$ cat config.mk
export PLATFORM = sky130hd
export DESIGN_NAME = frd_top
export DESIGN_NICKNAME = d
export VERILOG_FILES = /design/src/core/frd_pkg.sv /design/src/core/frd_delay_timer.sv /design/src/core/frd_top.sv
export SDC_FILE = /design/constraint.sdc
export NUM_CORES = 1
export LEC_CHECK = 0
export BUFFER_PORTS_ARGS = -buffer_cell sky130_fd_sc_hd__buf_2
export CAP_MARGIN = 20
export CORE_MARGIN = 4
export CORE_UTILIZATION = 45
export CTS_CLUSTER_DIAMETER = 30
export DETAILED_ROUTE_END_ITERATION = 10
export PLACE_DENSITY = 0.67
export SYNTH_ARGS = -nofsm -noshare
export SYNTH_HDL_FRONTEND = slang
export SYNTH_HIERARCHICAL = 1
export SYNTH_SLANG_ARGS = --single-unit
$ cat constraint.sdc
create_clock -name CLK -period 8.3 [get_ports CLK]
set_input_delay 0 -clock CLK [delete_from_list [all_inputs] [get_ports CLK]]
set_output_delay 0 -clock CLK [all_outputs]
set_load 0.1 [all_outputs]
$ cat src/core/frd_pkg.sv
// Shared constants for the fault restart sequencer
package frd_pkg;
	// ==========================================
	// Command codes
	localparam logic [7:0] CODE_UV_RESPONSE = 8'h45;
	localparam logic [7:0] CODE_OC_LIMIT = 8'h46;
	localparam logic [7:0] CODE_TIME_UNIT = 8'hD2;
	localparam logic [7:0] CODE_CLEAR_FAULTS = 8'h03;
	localparam logic [7:0] CODE_FAULT_STATUS = 8'h7A;
	// ==========================================
	// Response byte fields
	localparam int MODE_HI = 7;
	localparam int MODE_LO = 6;
	localparam int RETRY_HI = 5;
	localparam int RETRY_LO = 3;
	localparam int DELAY_HI = 2;
	localparam int DELAY_LO = 0;
	localparam logic [1:0] MODE_IGNORE = 2'h0;
	localparam logic [1:0] MODE_RUN_DELAY = 2'h1;
	localparam logic [1:0] MODE_DISABLE_RETRY = 2'h2;
	localparam logic [1:0] MODE_DISABLE_HOLD = 2'h3;
	localparam logic [2:0] RETRY_NONE = 3'h0;
	localparam logic [2:0] RETRY_FOREVER = 3'h7;
	// ==========================================
	// Status word fields
	localparam int STS_FAULT = 0;
	localparam int STS_GAVE_UP = 1;
	localparam int STS_CNT_LO = 2;
	localparam int STS_CNT_HI = 4;
	// ==========================================
	// Reset values and timing
	localparam logic [7:0] UV_RESPONSE_RESET = 8'h80;
	localparam logic [15:0] OC_LIMIT_RESET = 16'h0000;
	localparam int CLK_MHZ = 10;
	localparam int TIME_UNIT_US = 1000;
	localparam int TIME_UNIT_CYCLES = TIME_UNIT_US * CLK_MHZ;
	localparam logic [15:0] TIME_UNIT_RESET = 16'(TIME_UNIT_CYCLES);
endpackage

$ cat src/core/frd_delay_timer.sv
// Delay timer counting two to the power of a field, in programmable time units
`timescale 1ns/1ps
module frd_delay_timer #(
	parameter int UW = 16
)(
	// Clock and reset
	input wire logic clk,
	input wire logic rst_n,
	// Control
	input wire logic start,
	input wire logic [2:0] exp_sel,
	input wire logic [UW-1:0] unit_len,
	// Result
	output logic done
);
	// ==========================================
	// Decode
	logic [UW-1:0] pre_r;
	logic [7:0] units_r;
	logic run_r;
	logic done_r;
	wire [UW-1:0] unit_m1 = (unit_len == '0) ? '0 : unit_len - UW'(1);
	wire [7:0] span = 8'h01 << exp_sel; // RULE_05
	wire [7:0] last_unit = span - 8'h01;
	wire tick = run_r && (pre_r == unit_m1); // RULE_04
	assign done = done_r;
	// ==========================================
	// Counters
	always_ff @(posedge clk or negedge rst_n)
	begin
		if (!rst_n)
		begin
			pre_r <= '0;
			units_r <= 8'h00;
			run_r <= 1'b0;
			done_r <= 1'b0;
		end
		else if (start)
		begin
			pre_r <= '0;
			units_r <= 8'h00;
			run_r <= 1'b1;
			done_r <= 1'b0;
		end
		else
		begin
			done_r <= 1'b0;
			if (tick)
			begin
				pre_r <= '0;
				units_r <= units_r + 8'h01;
				if (units_r == last_unit)
				begin
					run_r <= 1'b0;
					done_r <= 1'b1;
				end
			end
			else if (run_r)
				pre_r <= pre_r + UW'(1);
		end
	end
endmodule

$ cat src/core/frd_top.sv
// Output under-voltage fault restart sequencer with its command registers
`timescale 1ns/1ps
// How it works
// (RULE_01) Retry values one to six give exactly that many restart attempts before giving up.
// (RULE_02) After the last permitted attempt fails the output is disabled until the fault clears.
// (RULE_03) Retry value seven restarts without limit until turned off, bias is lost or another stop.
// (RULE_04) Attempt starts are spaced by the delay count times the configured time unit.
// (RULE_05) The delay field selects two to the power of its value in time units, 1 up to 128.
// (RULE_06) The same delay is the run-on time after a fault or the spacing of restart attempts.
// (RULE_07) The length of one time unit is held in the register at code 0xD2.
// (RULE_08) The over-current limit is a 16-bit host read/write word at code 0x46.
// (RULE_09) Response code 10 disables the output at once and then follows the retry setting.
// (RULE_10) Response code 01 runs on for the delay and follows the retry setting if the fault stays.
// (RULE_11) Retry value zero makes no restart and keeps the output off until the fault clears.
// (RULE_12) A latched fault clears by clear command, its status bit, an off-on cycle or bias loss.
// (RULE_13) Clearing the fault or turning off resets the attempt counter and the delay timer; a clear in ST_HOLD resets neither.
module frd_top #(
	parameter logic [7:0] UV_RESPONSE_INIT = frd_pkg::UV_RESPONSE_RESET,
	parameter logic [15:0] OC_LIMIT_INIT = frd_pkg::OC_LIMIT_RESET,
	parameter logic [15:0] TIME_UNIT_INIT = frd_pkg::TIME_UNIT_RESET
)(
	// Clock and reset
	input wire logic CLK,
	input wire logic RESETN,
	// Command register port
	input wire logic [7:0] CMD_CODE,
	input wire logic WR_STB,
	input wire logic [15:0] WR_DATA,
	output logic [15:0] RD_DATA,
	// Pins
	input wire logic UV_FAULT,
	input wire logic CTRL_ON,
	input wire logic BIAS_OK,
	// Converter control
	output logic OUTPUT_EN,
	output logic FAULT_LATCHED
);
	typedef enum logic [2:0] {
		ST_OFF, ST_RUN, ST_GRACE, ST_WAIT, ST_TRY, ST_TRYOFF, ST_LATCH, ST_HOLD
	} frd_state_e;
	// ==========================================
	// Reset release and pin synchronisers
	logic [1:0] rst_sync_r;
	logic [2:0] pin_s1_r;
	logic [2:0] pin_s2_r;
	wire rst_n = rst_sync_r[1];
	always_ff @(posedge CLK or negedge RESETN)
	begin
		if (!RESETN)
			rst_sync_r <= 2'h0;
		else
			rst_sync_r <= {rst_sync_r[0], 1'b1};
	end
	always_ff @(posedge CLK or negedge rst_n)
	begin
		if (!rst_n)
		begin
			pin_s1_r <= 3'h0;
			pin_s2_r <= 3'h0;
		end
		else
		begin
			pin_s1_r <= {BIAS_OK, CTRL_ON, UV_FAULT};
			pin_s2_r <= pin_s1_r;
		end
	end
	wire fault = pin_s2_r[0];
	wire ctrl_on = pin_s2_r[1];
	wire bias_ok = pin_s2_r[2];
	// ==========================================
	// Registers and decode
	logic [7:0] rsp_r;
	logic [15:0] oc_limit_r;
	logic [15:0] unit_r;
	logic sts_fault_r;
	logic ctrl_d_r;
	logic fault_d_r;
	logic [15:0] rd_data_r;
	frd_state_e state_r, state_nxt;
	logic [2:0] cnt_r, cnt_nxt;
	logic out_r, out_nxt;
	logic tmr_start;
	logic tmr_done;
	wire wr_rsp = WR_STB && (CMD_CODE == frd_pkg::CODE_UV_RESPONSE);
	wire wr_oc = WR_STB && (CMD_CODE == frd_pkg::CODE_OC_LIMIT);
	wire wr_unit = WR_STB && (CMD_CODE == frd_pkg::CODE_TIME_UNIT);
	wire wr_clear = WR_STB && (CMD_CODE == frd_pkg::CODE_CLEAR_FAULTS);
	wire wr_sts = WR_STB && (CMD_CODE == frd_pkg::CODE_FAULT_STATUS);
	wire [1:0] mode = rsp_r[frd_pkg::MODE_HI:frd_pkg::MODE_LO];
	wire [2:0] retries = rsp_r[frd_pkg::RETRY_HI:frd_pkg::RETRY_LO];
	wire [2:0] dly = rsp_r[frd_pkg::DELAY_HI:frd_pkg::DELAY_LO];
	wire on_cmd = ctrl_on && bias_ok;
	// Off-then-on through the pin, the clear command, the status bit or bias loss
	wire clr_evt = wr_clear || (wr_sts && WR_DATA[frd_pkg::STS_FAULT]) ||
		(ctrl_on && !ctrl_d_r) || !bias_ok; // RULE_12
	wire fault_rise = fault && !fault_d_r;
	wire forever_mode = (retries == frd_pkg::RETRY_FOREVER); // RULE_03
	wire exhausted = !forever_mode && (cnt_r >= retries); // RULE_01
	wire [2:0] cnt_inc = forever_mode ? cnt_r : cnt_r + 3'h1;
	wire gave_up = (state_r == ST_LATCH);
	wire [15:0] sts_word = {11'h000, cnt_r, gave_up, sts_fault_r};
	wire [15:0] rd_mux = (CMD_CODE == frd_pkg::CODE_UV_RESPONSE) ? {8'h00, rsp_r} :
		(CMD_CODE == frd_pkg::CODE_OC_LIMIT) ? oc_limit_r : // RULE_08
		(CMD_CODE == frd_pkg::CODE_TIME_UNIT) ? unit_r :
		(CMD_CODE == frd_pkg::CODE_FAULT_STATUS) ? sts_word : 16'h0000;
	assign RD_DATA = rd_data_r;
	assign OUTPUT_EN = out_r;
	assign FAULT_LATCHED = sts_fault_r;
	always_ff @(posedge CLK or negedge rst_n)
	begin
		if (!rst_n)
		begin
			rsp_r <= UV_RESPONSE_INIT;
			oc_limit_r <= OC_LIMIT_INIT;
			unit_r <= TIME_UNIT_INIT;
			rd_data_r <= 16'h0000;
		end
		else
		begin
			if (wr_rsp)
				rsp_r <= WR_DATA[7:0];
			if (wr_oc)
				oc_limit_r <= WR_DATA; // RULE_08
			if (wr_unit)
				unit_r <= WR_DATA; // RULE_07
			rd_data_r <= rd_mux;
		end
	end
	// A new fault edge wins over a clear in the same cycle
	always_ff @(posedge CLK or negedge rst_n)
	begin
		if (!rst_n)
		begin
			sts_fault_r <= 1'b0;
			ctrl_d_r <= 1'b0;
			fault_d_r <= 1'b0;
		end
		else
		begin
			ctrl_d_r <= ctrl_on;
			fault_d_r <= fault;
			if (fault_rise)
				sts_fault_r <= 1'b1;
			else if (clr_evt)
				sts_fault_r <= 1'b0; // RULE_12
		end
	end
	// ==========================================
	// Restart sequencer
	frd_delay_timer #(
		.UW(16)
	) u_timer (
		.clk(CLK),
		.rst_n(rst_n),
		.start(tmr_start),
		.exp_sel(dly),
		.unit_len(unit_r),
		.done(tmr_done)
	);
	always_comb
	begin
		state_nxt = state_r;
		cnt_nxt = cnt_r;
		out_nxt = out_r;
		tmr_start = 1'b0;
		if (!on_cmd)
		begin
			// Commanded off or bias gone: stop and forget the sequence
			state_nxt = ST_OFF; // RULE_03
			out_nxt = 1'b0;
			cnt_nxt = 3'h0; // RULE_13
			tmr_start = 1'b1;
		end
		else if (clr_evt && (state_r != ST_HOLD))
		begin
			state_nxt = ST_RUN; // RULE_12
			out_nxt = 1'b1;
			cnt_nxt = 3'h0; // RULE_13
			tmr_start = 1'b1;
		end
		else
		begin
			case (state_r)
				ST_OFF:
				begin
					state_nxt = ST_RUN;
					out_nxt = 1'b1;
					cnt_nxt = 3'h0;
				end
				ST_RUN:
				begin
					if (fault && (mode == frd_pkg::MODE_RUN_DELAY))
					begin
						state_nxt = ST_GRACE; // RULE_10
						tmr_start = 1'b1; // RULE_06
					end
					else if (fault && (mode == frd_pkg::MODE_DISABLE_RETRY))
					begin
						out_nxt = 1'b0; // RULE_09
						tmr_start = 1'b1;
						state_nxt = (retries == frd_pkg::RETRY_NONE) ? ST_LATCH : ST_WAIT; // RULE_11
					end
					else if (fault && (mode == frd_pkg::MODE_DISABLE_HOLD))
					begin
						out_nxt = 1'b0;
						state_nxt = ST_HOLD;
					end
				end
				ST_GRACE:
				begin
					if (tmr_done && fault)
					begin
						out_nxt = 1'b0; // RULE_10
						tmr_start = 1'b1;
						state_nxt = (retries == frd_pkg::RETRY_NONE) ? ST_LATCH : ST_WAIT; // RULE_11
					end
					else if (tmr_done)
						state_nxt = ST_RUN;
				end
				ST_WAIT, ST_TRYOFF:
				begin
					if (tmr_done)
					begin
						// Each attempt start reloads the timer, fixing the spacing
						state_nxt = ST_TRY; // RULE_04
						out_nxt = 1'b1;
						tmr_start = 1'b1; // RULE_06
						cnt_nxt = cnt_inc; // RULE_01
					end
				end
				ST_TRY:
				begin
					if (fault)
					begin
						out_nxt = 1'b0;
						state_nxt = exhausted ? ST_LATCH : ST_TRYOFF; // RULE_02
					end
					else if (tmr_done)
					begin
						state_nxt = ST_RUN;
						cnt_nxt = 3'h0;
					end
				end
				ST_LATCH:
					out_nxt = 1'b0; // RULE_02
				ST_HOLD:
				begin
					if (!fault)
					begin
						state_nxt = ST_RUN;
						out_nxt = 1'b1;
					end
				end
				default:
					state_nxt = ST_OFF;
			endcase
		end
	end
	always_ff @(posedge CLK or negedge rst_n)
	begin
		if (!rst_n)
		begin
			state_r <= ST_OFF;
			cnt_r <= 3'h0;
			out_r <= 1'b0;
		end
		else
		begin
			state_r <= state_nxt;
			cnt_r <= cnt_nxt;
			out_r <= out_nxt;
		end
	end
endmodule

==> After elaboration in Yosys (flattened, before gate mapping) <==
Cells that the tools add are included.
{ "totals": {"wordCells": 145, "in_bits": 30, "out_inout_bits": 18, "reg_bits": 100} }
{ "classes": {"n_lt_le_gt_ge": 1, "addsub": 5, "n_shift": 1, "n_reduce_logical": 35, "eq_ne": 31, "mux": 55} }
{ "op_table": {"columns": ["op", "count"], "rows": [
  ["16-bit 2-to-1 mux", 7],
  ["3-bit 2-to-1 mux", 17],
  ["8-bit by 7-bit == test with 1-bit output, second input constant", 3],
  ["4-bit inequality test, second input constant", 6],
  ["1-bit 2-to-1 mux", 23],
  ["3-bit case mux with 6 select lines", 1],
  ["16-bit by 1-bit adder with 16-bit output, second input constant", 1],
  ["16-bit == test", 1],
  ["1-bit logical AND", 16],
  ["16-bit zero test", 1],
  ["8-bit 2-to-1 mux", 2],
  ["16-bit by 1-bit subtractor with 16-bit output, second input constant", 1],
  ["3-bit == test, second input constant", 5],
  ["3-bit case mux with 3 select lines", 1],
  ["8-bit by 1-bit adder with 8-bit output, second input constant", 1],
  ["8-bit by 2-bit == test with 1-bit output, second input constant", 1],
  ["8-bit == test", 1],
  ["8-bit == test, second input constant", 1],
  ["4-bit by 3-bit inequality test with 1-bit output, second input constant", 2],
  ["8-bit by 1-bit inequality test with 1-bit output, second input constant", 1],
  ["1-bit by 3-bit left shift with 8-bit output, first input constant", 1],
  ["8-bit by 1-bit subtractor with 8-bit output, second input constant", 1],
  ["1-bit case mux with 7 select lines", 1],
  ["3-bit by 2-bit == test with 1-bit output, second input constant", 2],
  ["22 further kinds", 31]
]} }

==> Depth between registers and ports, before layout <==
{ "depth": {"ltp_word": 11, "ltp_mapped": 12, "ltp_nobuf": 10} }

==> Cells and area by module <==
Netlist, hierarchy kept.
{ "by_module_without_submodules": {"columns": ["mod", "instances", "cells_each", "area_each_um2", "seq_area_each_um2"], "rows": [
  ["frd_top", 1, 287, 3382.0, 1859.3],
  ["frd_delay_timer", 1, 322, 2627.5, 650.6]
]} }

==> Worst setup path before layout <==
No wires, ideal clock.
{ "synth_path": {"path_kind": "register -> register", "startpoint": "reg unit_r[2]", "endpoint": "reg u_timer.units_r[3]", "arrival_ns": 3.112, "path_stages_with_launch": 10, "setup_ns": 0.128, "period_less_slack_ns": 3.240, "path_buffers": 2, "path_slack_ns": 5.060, "required_ns": 8.172, "cell_sequence": "dfrtp_1 -> buf_6 -> or4_4 -> buf_6 -> or4_4 -> and3_4 -> a2111oi_2 -> o31ai_4 -> nor4b_2 -> mux2_1"} }
{ "synth_between": {"elab_chain_len": 5, "elab_cells_between_ends": 6, "classes_between": "add/sub (1); eq/ne (1); mux (1); reduce/logical (3)"} }
{ "synth_lines": {"columns": ["element", "line", "rtl"], "rows": [
  ["start, declared", "frd_top.sv:74", "logic [15:0] unit_r;"],
  ["start signal, assigned", "frd_top.sv:115", "unit_r <= TIME_UNIT_INIT;"],
  ["start signal, assigned", "frd_top.sv:125", "unit_r <= WR_DATA;"],
  ["16-bit by 1-bit subtractor with 16-bit output or 16-bit zero test (tied branches)", "frd_delay_timer.sv:22", "wire [UW-1:0] unit_m1 = (unit_len == '0) ? '0 : unit_len - UW'(1);"],
  ["16-bit 2-to-1 mux (*)", "frd_delay_timer.sv:22", null],
  ["16-bit == test (*)", "frd_delay_timer.sv:25", "wire tick = run_r && (pre_r == unit_m1);"],
  ["1-bit logical AND (*)", "frd_delay_timer.sv:25", null],
  ["2-bit nonzero test (no source line) (*)", null, null],
  ["end signal, assigned", "frd_delay_timer.sv:51", "units_r <= units_r + 8'h01;"],
  ["end, declared", "frd_delay_timer.sv:19", "logic [7:0] units_r;"]
]} }
Every way passes the cells marked *; elsewhere a longest branch is shown, timed or not.
A chain may end at the register's enable or synchronous reset.

==> Worst setup path after layout <==
{ "layout_path": {"startpoint": "reg unit_r[6]", "endpoint": "reg u_timer.pre_r[6]"} }
{ "layout_between": {"elab_chain_len": 6, "elab_cells_between_ends": 8, "classes_between": "add/sub (1); eq/ne (1); mux (3); reduce/logical (3)"} }
{ "layout_lines": {"columns": ["element", "line", "rtl"], "rows": [
  ["16-bit by 1-bit subtractor with 16-bit output or 16-bit zero test (tied branches)", "frd_delay_timer.sv:22", null],
  ["16-bit 2-to-1 mux (*)", "frd_delay_timer.sv:22", null],
  ["16-bit == test (*)", "frd_delay_timer.sv:25", null],
  ["1-bit logical AND (*)", "frd_delay_timer.sv:25", null],
  ["16-bit 2-to-1 mux", "frd_delay_timer.sv:48", "if (tick)"],
  ["16-bit 2-to-1 mux", "frd_delay_timer.sv:38", "else if (start)"],
  ["end signal, assigned", "frd_delay_timer.sv:59", "pre_r <= pre_r + UW'(1);"],
  ["end, declared", "frd_delay_timer.sv:18", "logic [UW-1:0] pre_r;"]
]} }
Marks and branches as above.

==> impl_metrics.py <==
metrics = {
    "power": {
        "ir_worst_vdd_uv": 107.3,
        "leakagePower_uw": 0.003107,
        "powerDensity_nw_per_um2": 176.2,
    },
    "run": {
        "maxCapViolations": 0,
    },
    "sta": {
        "rsz0062_at_grt": "false",
        "setup_viol": 0,
        "hold_viol_final": 0,
        "setup_tns_ns": 0,
        "max_slew_margin_pct": 39.31,
        "fmax_mhz": 259.2,
        "drv_slew": 0,
        "worst_slack_ns": 4.443,
        "min_period_ns": 3.857,
        "finalCritPeriodShare_pct": 46.47,
        "skew_ns": 0.007560,
        "worstMarginPinSlew_ns": 0.9093,
    },
    "critical_path": {
        "start_kind": "flop",
        "crit_path_end_kind": "flop",
        "path_depth": 7,
        "cpLargestDelayFamily": "simple AND/OR/NAND/NOR gates",
        "worstPathCellList": "nor4_1 -> nand2_1 -> or3_1 -> a311o_1 -> or4_1 -> o31ai_4 -> nor2_1",
        "worst_ep_arrival_time_ns": 4.07,
        "crit_required_ns": 8.51,
        "crit_type": "reg2reg",
        "slowest_delay_ns": 0.75,
        "cp_num_buf_inv": 0,
        "crit_slowest_cell": "or4_1",
        "rr_worst_depth": 7,
        "crit_path_max_fanout": 14,
    },
    "die": {
        "rows": 41,
        "start_util_pct": 46.86,
        "ios": 48,
        "core-area_um2": 12820,
        "die_height_um": 123.6,
        "die_w_um": 123.6,
        "die_area_um2": 15270,
    },
    "global_route": {
        "grt_antenna_before_repair": 0,
        "grt_pass1_vias": 4981,
        "grt_use_total_pct": 20.47,
        "grt-ovfl-total": 0,
        "grt_max_degree": 82,
        "grt_pass1_wl_mm": 24.60,
    },
    "drt": {
        "antenna_left": 0,
        "drt-initial-drc-count": 318,
        "drtPass1Iterations": 6,
        "vias_per_cell": 5.870,
        "wl_mm": 14.72,
        "post-route-drc-count": 0,
        "drt-wirelength-per-cell_um": 17.67,
        "via_count": 4890,
    },
    "finish": {
        "fin_util_pct": 53.40,
        "multiInputGateArea_um2": 3234,
        "antenna_cells": 0,
        "synthToLayoutAreaGrowth_pct": 13.95,
        "drive_gt1_share_pct": 22.69,
        "fill_cells": 1153,
        "fin_nets": 693,
        "layout.area.seq_um2": 2514,
    },
    "synthesis": {
        "synth_warnings": 6,
        "synth_fp_nets": 646,
        "synth_top_flop_cell": "dfrtp_1",
        "ys_seq_area_share_pct": 41.77,
        "netlist-cell-type-count": 79,
        "synth_area_um2": 6010,
        "synth-edff-count": 0,
        "ys_ff_latch": 100,
        "postSynthCellCount": 609,
        "synthArstFlopShare_pct": 100.0,
        "avgSynthCellArea_um2": 9.868,
    },
    "clock_tree": {
        "cts_made_buffers": 9,
        "cts_tree": "done",
        "post_cts_buffers": 0,
        "clock_latency_ns": 0.36,
        "path_clk_slew_ns": 0.07,
        "cts_sinks": 100,
        "htreeDepth": 3,
        "post_cts_resized": 0,
        "holdBufCountCts": 21,
        "cts_root_buf": "clkbuf_16",
        "cts_max_path_buffers": 2,
    },
    "placed_design": {
        "dp_hpwl_mm": 10.59,
        "port-buffer-count": 47,
        "routabilityCongestion": 0.9333,
        "place_ws_ns": 4.491,
    },
    "outcome": {
        "status": "finished clean",
    },
    "hold_path": {
        "hp-class": "in2reg",
        "whs_path_depth": 3,
    },
}
logic make-up (layout without fill, tap and decap cells):
logic type | count (synthesis) | after routing | share of synthesized area (%)
flops | 100 | 100 | 41.77
compound gates | 120 | 120 | 14.37
xor+xnor | 24 | 24 | 3.498
fa+ha+maj | 7 | 7 | 1.457
other cells | 1 | 1 | 0.06240
mux | 53 | 53 | 10.43
buf+inv | 59 | 111 | 4.414
simple gates | 245 | 245 | 24.01
stage by stage:
stage / instance area (um^2) / hold WS [ns] / total power, uW / instances
final: 6848 / 0.1276 / 1206 / 833
after global routing: 6848 / 0.1616 / 1260 / 833
after CTS: 6820 / 0.1162 / 1213 / 832
after detailed placement: 6300 / -0.2126 / 762.9 / 795
after global placement: 6300 / -0.2145 / 758.9 / 795
after floorplan: 6010 / -0.2956 / 713.5 / 609
worst min-delay path, stage by stage:
cell and delay (ns):
buf_2 0.12, or3b_2 0.23, a21oi_1 0.09
sequential cells by signal (all words and copies together), names as in the netlist, 8 cells and up:
signal	cells
unit_r	16
u_timer/pre_r	16
oc_limit_r	16
rsp_r	8
RD_DATA	16
u_timer/units_r	8
placed cells by master, fill, tap and decap left out, types with 5 or more instances in the layout:
cell	synthesis	final
buf_2	5	47
mux2_2	30	30
inv_1	25	25
nor2_2	11	11
nand2_1	46	46
a22o_1	10	10
dfstp_2	6	6
nand3_1	18	18
mux2i_1	6	6
dfrtp_1	94	93
mux2_4	10	10
nand4_1	7	7
and4_1	5	5
nor4_2	6	6
o31ai_1	8	8
nor4_1	10	10
clkbuf_16	0	9
a211oi_1	6	6
dlygate4sd3_1	0	21
nand2b_1	7	7
mux2_1	7	7
ha_1	7	7
a222oi_1	6	6
o21ai_0	23	23
nor2b_1	11	11
xnor2_1	15	15
xor2_1	9	9
or4_1	6	6
a31oi_1	10	10
a21oi_1	23	23
or3_1	7	7
and3_1	8	8
nor2_1	47	47
nor3_1	21	21
cell usage after synthesis, types with 4 or more instances:
master / number / area [um^2]
a22o_1: 10 / 87.58
nor3_1: 21 / 105.1
ha_1: 7 / 87.58
a222oi_1: 6 / 60.06
a22oi_1: 4 / 30.03
mux2_1: 7 / 78.83
mux2_2: 30 / 337.8
nand4_1: 7 / 43.79
clkbuf_1: 24 / 90.09
a21oi_1: 23 / 115.1
a211oi_1: 6 / 45.04
and3_1: 8 / 50.05
xor2_1: 9 / 78.83
dfrtp_1: 94 / 2352
nor2_2: 11 / 68.82
and4_1: 5 / 43.79
nor3b_1: 4 / 30.03
buf_6: 5 / 56.30
nor4_2: 6 / 75.07
nand3_1: 18 / 90.09
nor4_1: 10 / 62.56
dfstp_2: 6 / 157.7
nand2b_1: 7 / 43.79
inv_1: 25 / 93.84
a31oi_1: 10 / 62.56
o21ai_0: 23 / 115.1
or4_1: 6 / 45.04
o31ai_1: 8 / 60.06
or3_1: 7 / 43.79
nor2_1: 47 / 176.4
xnor2_1: 15 / 131.4
mux2_4: 10 / 150.1
nor2b_1: 11 / 68.82
buf_2: 5 / 25.02
mux2i_1: 6 / 60.06
nand2_1: 46 / 172.7
cell type report:
cell class | count | area share, %
Timing Repair Buffer | 70 | 7.016
Clock inverter | 6 | 1.041
Multi-Input combinational cell | 450 | 47.23
Tap cell | 172 | 3.143
Sequential cell | 100 | 36.71
Clock buffer | 10 | 3.490
Inverter | 25 | 1.370
final timing paths:
path | slack, ns | startpoint | to
setup / recovery | 4.44 | unit_r[6] | u_timer/pre_r[6]
hold / removal | 0.13 | CMD_CODE[1] | RD_DATA[4]
setup reg to reg | 4.44 | unit_r[6] | u_timer/pre_r[6]
hold reg to reg | 0.18 | rst_sync_r[1] | state_r[1]
max in group asynchronous | 7.10 | rst_sync_r[1] | unit_r[9]
min in group asynchronous | 0.18 | rst_sync_r[1] | state_r[1]
layer usage:
metal	track usage (%)	part of all wire (%)	vias up
met3	3.797	3.8	32
met5	0	0	-
met2	33.88	48	119
met1	26.62	45	2409
met4	7.889	2.8	0
li1	-	-	2330
where the power goes:
group | switching [uW] | leakage (uW) | internal [uW]
clock network | 196 | 0.000151 | 245
registers | 23.2 | 0.00134 | 502
logic | 148 | 0.00162 | 92.7
Power figures use the tool's default switching activity.
